## src/jkss_consts.vh

```
`ifndef JKSS_CONSTS_VH
`define JKSS_CONSTS_VH

// ************************************************************
// clocking schemes, one-hot
// ************************************************************
`define JKSS_MODE_RISE  4'h1
`define JKSS_MODE_FALL  4'h2
`define JKSS_MODE_MSLO  4'h4
`define JKSS_MODE_MSHI  4'h8

// ************************************************************
// input gating structures
// ************************************************************
`define JKSS_GATE_NONE  2'h0
`define JKSS_GATE_EN    2'h1
`define JKSS_GATE_AND   2'h2
`define JKSS_GATE_ANDOR 2'h3

// ************************************************************
// reset values and slot layout
// ************************************************************
`define JKSS_Q_RST      1'b0
`define JKSS_REQ_RST    1'b1
`define JKSS_HOLD_RST   1'b0
`define JKSS_SYNC_RST   9'h18f
`define JKSS_NSLOT      3
`define JKSS_SLOT_ELEM  0
`define JKSS_SLOT_REQ   1
`define JKSS_SLOT_HOLD  2
`define JKSS_WARM_W     3

`endif

```

## src/jkss_sync.v

```verilog
`timescale 1ns/100ps
`include "jkss_consts.vh"

module jkss_sync
#(
   parameter         W       = 1,
   parameter [W-1:0] RST_VAL = {W{1'b0}}
)
(
   // clock and reset
   input  wire         mclk_i,
   input  wire         rstn_i,
   // asynchronous pins and their synchronised copy
   input  wire [W-1:0] pin_i,
   output wire [W-1:0] pin_s_o
);

   reg [W-1:0] meta;
   reg [W-1:0] stable;

   // ************************************************************
   // two-stage synchroniser
   // ************************************************************
   // meta is read only by stable; reset to the idle pin levels
   always @(posedge mclk_i or negedge rstn_i)
   begin
      if (!rstn_i)
      begin
         meta   <= RST_VAL;
         stable <= RST_VAL;
      end
      else
      begin
         meta   <= pin_i;
         stable <= meta;
      end
   end

   assign pin_s_o = stable;

endmodule // jkss_sync

```

## src/jkss_gate.v

```verilog
`timescale 1ns/100ps
`include "jkss_consts.vh"

module jkss_gate
#(
   parameter [1:0] GATE = `JKSS_GATE_NONE,
   parameter       GW   = 2
)
(
   // data sources
   input  wire [GW-1:0] set_i,
   input  wire [GW-1:0] reset_i,
   input  wire          reset_n_i,
   input  wire          set_alt_i,
   input  wire          reset_alt_i,
   // gating controls, enable active low
   input  wire          en_n_i,
   input  wire          sel_i,
   // gated set and reset conditions
   output reg           set_o,
   output reg           reset_o
);

   // ************************************************************
   // gating of set and reset
   // ************************************************************
   // reset_n_i is the inverted reset input in all but JKSS_GATE_ANDOR; tie it to set for a d input
   always @*
   begin
      case (GATE)
         `JKSS_GATE_EN:
         begin
            set_o   = set_i[0] & ~en_n_i;
            reset_o = (reset_i[0] | ~reset_n_i) & ~en_n_i;
         end
         `JKSS_GATE_AND:
         begin
            set_o   = &set_i;
            reset_o = (&reset_i) | ~reset_n_i;
         end
         `JKSS_GATE_ANDOR:
         begin
            set_o   = sel_i ? set_alt_i : &set_i;
            reset_o = sel_i ? reset_alt_i : &reset_i;
         end
         default:
         begin
            set_o   = set_i[0];
            reset_o = reset_i[0] | ~reset_n_i;
         end
      endcase
   end

endmodule // jkss_gate

```

## src/jkss_top.v

```verilog
`timescale 1ns/100ps
`include "jkss_consts.vh"

module jkss_top
#(
   parameter [3:0] MODE      = `JKSS_MODE_RISE,
   parameter [1:0] GATE      = `JKSS_GATE_NONE,
   parameter       GW        = 2,
   parameter       HAS_PRE   = 1,
   parameter       HAS_CLR   = 1,
   parameter       PRE_GATED = 0
)
(
   // clock and reset
   input  wire          mclk_i,
   input  wire          rstn_i,
   // configurable element: its clock and data inputs
   input  wire          elem_clk_i,
   input  wire [GW-1:0] elem_set_i,
   input  wire [GW-1:0] elem_reset_i,
   input  wire          elem_reset_n_i,
   input  wire          elem_set_alt_i,
   input  wire          elem_reset_alt_i,
   // configurable element: gating and forcing inputs
   input  wire          elem_en_n_i,
   input  wire          elem_sel_i,
   input  wire          elem_pre_n_i,
   input  wire          elem_clr_n_i,
   // configurable element: stored state
   output wire          elem_q_o,
   output wire          elem_qn_o,
   // switch synchronizer: contacts and completion
   input  wire          sw_press_n_i,
   input  wire          sw_rest_n_i,
   input  wire          routine_done_i,
   // switch synchronizer: state
   output wire          request_o,
   output wire          hold_o
);

   localparam NS = `JKSS_NSLOT;
   localparam SW = 2 * GW + 10;
   localparam [SW-1:0] SYNC_RST = {{(2*GW+1){1'b0}}, `JKSS_SYNC_RST};

   // ************************************************************
   // pin synchronisation
   // ************************************************************
   wire [SW-1:0] pin_raw;
   wire [SW-1:0] pin_s;
   wire          ck;
   wire [GW-1:0] set_s;
   wire [GW-1:0] reset_s;
   wire          reset_n_s;
   wire          en_n_s;
   wire          sel_s;
   wire          set_alt_s;
   wire          reset_alt_s;
   wire          pre_n_s;
   wire          clr_n_s;
   wire          press_n_s;
   wire          rest_n_s;

   // every pin but routine_done_i is asynchronous to mclk_i, so those all share one pipe
   assign pin_raw = {elem_clk_i, elem_set_i, elem_reset_i,
                     elem_reset_n_i, elem_en_n_i, elem_sel_i,
                     elem_set_alt_i, elem_reset_alt_i,
                     elem_pre_n_i, elem_clr_n_i,
                     sw_press_n_i, sw_rest_n_i};

   jkss_sync
   #(
      .W       (SW),
      .RST_VAL (SYNC_RST)
   )
   u_sync
   (
      .mclk_i  (mclk_i),
      .rstn_i  (rstn_i),
      .pin_i   (pin_raw),
      .pin_s_o (pin_s)
   );

   // unpack in the same order as packed
   assign {ck, set_s, reset_s, reset_n_s, en_n_s, sel_s,
           set_alt_s, reset_alt_s, pre_n_s, clr_n_s,
           press_n_s, rest_n_s} = pin_s;

   // ************************************************************
   // input gating of the configurable element
   // ************************************************************
   wire gset;
   wire greset;

   jkss_gate
   #(
      .GATE (GATE),
      .GW   (GW)
   )
   u_gate
   (
      .set_i       (set_s),
      .reset_i     (reset_s),
      .reset_n_i   (reset_n_s),
      .set_alt_i   (set_alt_s),
      .reset_alt_i (reset_alt_s),
      .en_n_i      (en_n_s),
      .sel_i       (sel_s),
      .set_o       (gset),
      .reset_o     (greset)
   );

   // ************************************************************
   // element clock edges and warm-up
   // ************************************************************
   reg                    ck_d;
   reg                    gset_d;
   reg                    greset_d;
   reg [`JKSS_WARM_W-1:0] warm;
   wire                   armed;
   wire                   ck_rise;
   wire                   ck_fall;

   // inputs are delayed with the clock so an edge sees the
   // conditions that stood just before it
   always @(posedge mclk_i or negedge rstn_i)
   begin
      if (!rstn_i)
      begin
         ck_d     <= 1'b0;
         gset_d   <= 1'b0;
         greset_d <= 1'b0;
         warm     <= {`JKSS_WARM_W{1'b0}};
      end
      else
      begin
         ck_d     <= ck;
         gset_d   <= gset;
         greset_d <= greset;
         warm     <= {warm[`JKSS_WARM_W-2:0], 1'b1};
      end
   end

   // no edge counts until the pipe holds real pin levels, which
   // avoids a phantom edge when the clock pin idles high
   assign armed   = warm[`JKSS_WARM_W-1];
   assign ck_rise = armed & ck & ~ck_d;
   assign ck_fall = armed & ~ck & ck_d;

   // ************************************************************
   // switch contact latch
   // ************************************************************
   reg pressed;

   // both throws of the switch form a set/reset latch, so contact
   // bounce on one throw never toggles the level
   always @(posedge mclk_i or negedge rstn_i)
   begin
      if (!rstn_i)
         pressed <= 1'b0;
      else if (!press_n_s)
         pressed <= 1'b1;
      else if (!rest_n_s)
         pressed <= 1'b0;
      else
         pressed <= pressed;
   end

   // ************************************************************
   // per-slot stimulus
   // ************************************************************
   wire [NS-1:0] s_rise;
   wire [NS-1:0] s_fall;
   wire [NS-1:0] s_lo;
   wire [NS-1:0] s_hi;
   wire [NS-1:0] s_set;
   wire [NS-1:0] s_reset;
   wire [NS-1:0] s_pre;
   wire [NS-1:0] s_clr;
   wire [NS-1:0] slot_q;
   wire          req;
   wire          hold;
   wire          force_ok;

   assign req  = slot_q[`JKSS_SLOT_REQ];
   assign hold = slot_q[`JKSS_SLOT_HOLD];

   // the gated variant only lets the forcing inputs act while the
   // element clock is low
   assign force_ok = (PRE_GATED != 0) ? ~ck : 1'b1;

   // switch slots step on every mclk edge; slot order hold,req,elem
   assign s_rise  = {1'b1, 1'b1, ck_rise};
   assign s_fall  = {1'b0, 1'b0, ck_fall};
   assign s_lo    = {1'b0, 1'b0, armed & ~ck};
   assign s_hi    = {1'b0, 1'b0, armed & ck};
   assign s_pre   = {1'b0, 1'b0,
                     (HAS_PRE != 0) & ~pre_n_s & force_ok};
   assign s_clr   = {1'b0, 1'b0,
                     (HAS_CLR != 0) & ~clr_n_s & force_ok};

   // request: set on completion, reset on press unless held
   // hold: set once request dropped, reset once switch released with request high
   assign s_set   = {~req,
                     routine_done_i,
                     gset_d};
   assign s_reset = {req & ~pressed,
                     pressed & ~hold,
                     greset_d};

   // ************************************************************
   // storage elements
   // ************************************************************
   function next_q;
      input q;
      input s;
      input r;
      begin
         case ({s, r})
            2'h3:    next_q = ~q;
            2'h2:    next_q = 1'b1;
            2'h1:    next_q = 1'b0;
            default: next_q = q;
         endcase
      end
   endfunction

   genvar g;
   generate
      for (g = 0; g < NS; g = g + 1)
      begin : g_slot
         localparam [3:0] SMODE = (g == `JKSS_SLOT_ELEM) ? MODE
                                                        : `JKSS_MODE_RISE;
         localparam [0:0] RSTV  = (g == `JKSS_SLOT_REQ)  ? `JKSS_REQ_RST :
                                  (g == `JKSS_SLOT_HOLD) ? `JKSS_HOLD_RST :
                                                           `JKSS_Q_RST;
         reg  master;
         reg  slave;
         wire take_set;
         wire take_reset;

         // master moves only toward the opposite of the slave, so
         // once it differs nothing returns it before the next pulse
         assign take_set   = s_set[g] & ~slave;
         assign take_reset = s_reset[g] & slave;

         // clear wins over preset; both stages are forced together
         always @(posedge mclk_i or negedge rstn_i)
         begin
            if (!rstn_i)
            begin
               master <= RSTV;
               slave  <= RSTV;
            end
            else if (s_clr[g])
            begin
               master <= 1'b0;
               slave  <= 1'b0;
            end
            else if (s_pre[g])
            begin
               master <= 1'b1;
               slave  <= 1'b1;
            end
            else
            begin
               case (SMODE)
                  `JKSS_MODE_RISE:
                  begin
                     // inputs away from the edge are never looked at
                     if (s_rise[g])
                     begin
                        slave  <= next_q(slave, s_set[g], s_reset[g]);
                        master <= next_q(slave, s_set[g], s_reset[g]);
                     end
                  end
                  `JKSS_MODE_FALL:
                  begin
                     if (s_fall[g])
                     begin
                        slave  <= next_q(slave, s_set[g], s_reset[g]);
                        master <= next_q(slave, s_set[g], s_reset[g]);
                     end
                  end
                  `JKSS_MODE_MSLO:
                  begin
                     if (s_rise[g])
                        slave <= master;
                     else if (s_lo[g] & take_set)
                        master <= 1'b1;
                     else if (s_lo[g] & take_reset)
                        master <= 1'b0;
                  end
                  `JKSS_MODE_MSHI:
                  begin
                     if (s_fall[g])
                        slave <= master;
                     else if (s_hi[g] & take_set)
                        master <= 1'b1;
                     else if (s_hi[g] & take_reset)
                        master <= 1'b0;
                  end
                  default:
                  begin
                     master <= master;
                     slave  <= slave;
                  end
               endcase
            end
         end

         assign slot_q[g] = slave;
      end
   endgenerate

   // ************************************************************
   // outputs
   // ************************************************************
   // request stays high from completion until the next press, so the
   // surrounding logic can treat it as a synchronous control level
   assign elem_q_o  = slot_q[`JKSS_SLOT_ELEM];
   assign elem_qn_o = ~slot_q[`JKSS_SLOT_ELEM];
   assign request_o = req;
   assign hold_o    = hold;

endmodule // jkss_top

```

## config.mk

```make
export PLATFORM = sky130hd
export DESIGN_NAME = jkss_top
export DESIGN_NICKNAME = d
export VERILOG_FILES = /design/src/jkss_sync.v /design/src/jkss_gate.v /design/src/jkss_top.v
export VERILOG_INCLUDE_DIRS = /design/src
export SDC_FILE = /design/constraint.sdc
export NUM_CORES = 1
export LEC_CHECK = 0
export ABC_AREA = 1
export BUFFER_PORTS_ARGS = -buffer_cell sky130_fd_sc_hd__buf_2
export CAP_MARGIN = 20
export CORE_ASPECT_RATIO = 0.7
export CORE_UTILIZATION = 53
export CTS_CLUSTER_DIAMETER = 200
export DETAILED_ROUTE_END_ITERATION = 10
export PLACE_DENSITY_LB_ADDON = 0.2
export SYNTH_ARGS = -nofsm -noshare
export SYNTH_HDL_FRONTEND = slang
export SYNTH_HIERARCHICAL = 1
export SYNTH_SLANG_ARGS = --single-unit
export TNS_END_PERCENT = 10
```

## constraint.sdc

```tcl
create_clock -name mclk_i -period 1.2 [get_ports mclk_i]
set_input_delay 0 -clock mclk_i [delete_from_list [all_inputs] [get_ports mclk_i]]
set_output_delay 0 -clock mclk_i [all_outputs]
set_load 0.02 [all_outputs]
```

==> flow_summary_export.csv <==
group,metric,value,unit
run_status,status,"finished clean",
sta,fin_crit_sh,93.3,%
worst_setup_path,reg2reg_from,"gset_d",
worst_setup_path,cp.arrival,1.33,ns
global_routing,grt.total_usage,17.2,%
finish,drive_above_1_share,36.3,%
clock_network,cts_buffers,3,
drt,ant_nets,0,
clock_network,ctsLongestPathBuffers,2,
synthesis,avgSynthCellArea,13.4,um2
worst_hold_path,holdPathEnd,"request_o",
global_routing,antenna_found_initial,0,
drt,finalWirelength,1120,um
die,core-area,1430,um2
worst_setup_path,r2r_end,"elem_q_o",
sta,fmax,893,MHz
power_and_ir_drop,p_per_area,1610,nW/um2
drt,wire_per_inst,10.2,um
sta,rsz0062_at_grt,"yes",
worst_hold_path,holdPathStages,4,
placement,place_inst,97,
drt,top_layer,"met4",
drt,wl_met2,586,um
die,fp.dieW,50.4,um
synthesis,netlist_area,868,um2
drt,first_pass_iters,4,
die,die_h,35.9,um
worst_hold_path,min_from,"routine_done_i",
placement,place_ws,0.0601,ns
synthesis,synthesis.instances,65,
clock_network,clock_sinks,26,
die,rows,11,
synthesis,ys.warnings.count,6,
finish,area_growth,29.5,%
worst_hold_path,hold_class,"input pin to register",
drt,vias_per_cell,4.48,
clock_network,clkTransAtPathRegs,0.12,ns
power_and_ir_drop,ir_drop,1090,uV
worst_setup_path,path_class,"register to register",
global_routing,grt_pass1_vias,512,
drt,drt_iter0_markers,5,
drt,met1_length,463,um
clock_network,cts_root_buf,"clkbuf_4",
worst_setup_path,critical_path_peak_fanout,3,
drt,wl_met3,54,um
sta,final.setup.worst_slack,0.0803,ns
power_and_ir_drop,total_power,1.81,mW
sta,finalSetupTns,0,ns
global_routing,grt_pass1_wl,2070,um
drt,drc,0,
power_and_ir_drop,p_leak,0.554,nW
worst_setup_path,crit_path_start_kind,"register",
finish,num_antenna_cells,0,
drt,vias,493,
sta,final-setup-viol-count,0,
sta,hold_viol_final,0,
worst_setup_path,reg2reg_slack,0.08,ns
die,die_area,1810,um2
placement,hpwl,740,um
clock_network,clkLatencyLatePin,0.31,ns
finish,final_nets,114,
synthesis,synth_nets,87,
die,start_util,60.7,%
clock_network,tritoncts,"done",
sta,period_needed,1.12,ns
finish,fin_cells,110,
sta,maxSlewViolCount,0,
global_routing,gr-total-overflow,0,
placement,portBuffers,14,
sta,tightestPinTransition,0.519,ns
sta,slew_headroom,65.4,%
global_routing,grt_max_degree,27,
sta,fin_skew,0.000532,ns
die,ioPinCount,21,
clock_network,htreeDepth,1,
placement,gp_congestion,0.653,
run,max-cap-violations,0,
worst_setup_path,worstRegToRegCells,7,
worst_setup_path,end_kind,"register",
worst_setup_path,crit_required,1.41,ns
-- metrics by stage --
step                hold slack [ns]  cell area, um2  util [%]
floorplan                    -0.296             868         -
global placement            0.00242             955      66.7
detailed placement          0.00584             955      66.7
CTS                          0.0639            1100      76.7
global route                 0.0735            1120      78.6
finish                       0.0665            1120      78.6
-- state kept, by name (all words and copies together) (netlist names) --
signal          cells
hold_o              1
warm                3
request_o           1
ck_d                1
greset_d            1
pressed             1
gset_d              1
elem_q_o            1
u_sync/pin_s_o      8
u_sync/meta         8
-- repair_timing --
action,in CTS,in global routing
setup buffers,0,0
gates resized for setup,0,4
hold endpoints to repair,31,0
endpoints found under the setup margin,0,2
hold buffers,9,0
-- report_power, final --
group	internal (mW)	switching (mW)
combinational	0.101	0.131
sequential	0.967	0.0394
clock	0.338	0.233
total	1.41	0.403
-- worst max-delay path: stages, from the launching register on --
cell	delay [ns]
dfrtp_1	0.40
inv_1	0.08
ha_4	0.26
inv_1	0.03
nand2_1	0.04
nand3_1	0.08
nand2_1	0.07
o21ai_1	0.06
-- placed cells by master, fill, tap and decap left out, drive strengths merged --
cell type	count
nand2	14
buf	14
ha	5
bufinv	1
nand3	3
conb	1
clkbuf	3
inv	10
dfrtp	15
dlygate4sd3	9
a21oi	1
o21ai	2
dfstp	11
nor2	2
-- layout make-up --
| type | count | area (um2) |
|---|---|---|
| Sequential cell | 26 | 664 |
| Fill cell | 94 | 307 |
| Multi-Input combinational cell | 28 | 186 |
| Timing Repair Buffer | 23 | 160 |
| Inverter | 10 | 37.5 |
| Clock inverter | 1 | 30.0 |
| Tap cell | 19 | 23.8 |
| Clock buffer | 3 | 22.5 |
-- worst max-delay path by stage --
| stage | startpoint | end | depth (start not counted) |
|---|---|---|---|
| final | gset_d | elem_q_o | 7 |
| after CTS | hold_o | request_o | 6 |
| after global placement | hold_o | request_o | 6 |
| after floorplan | hold_o | request_o | 6 |
| after detailed placement | gset_d | elem_q_o | 7 |
| after global routing | greset_d | elem_q_o | 7 |
-- metal layers --
metal / vias to the layer above / global-route usage, %
met3: 2 / 7.69
met2: 18 / 31.7
met1: 231 / 18.0
met5: - / 0
li1: 242 / -
met4: 0 / 4.17
No activity file was read; power rests on OpenSTA's default activity.
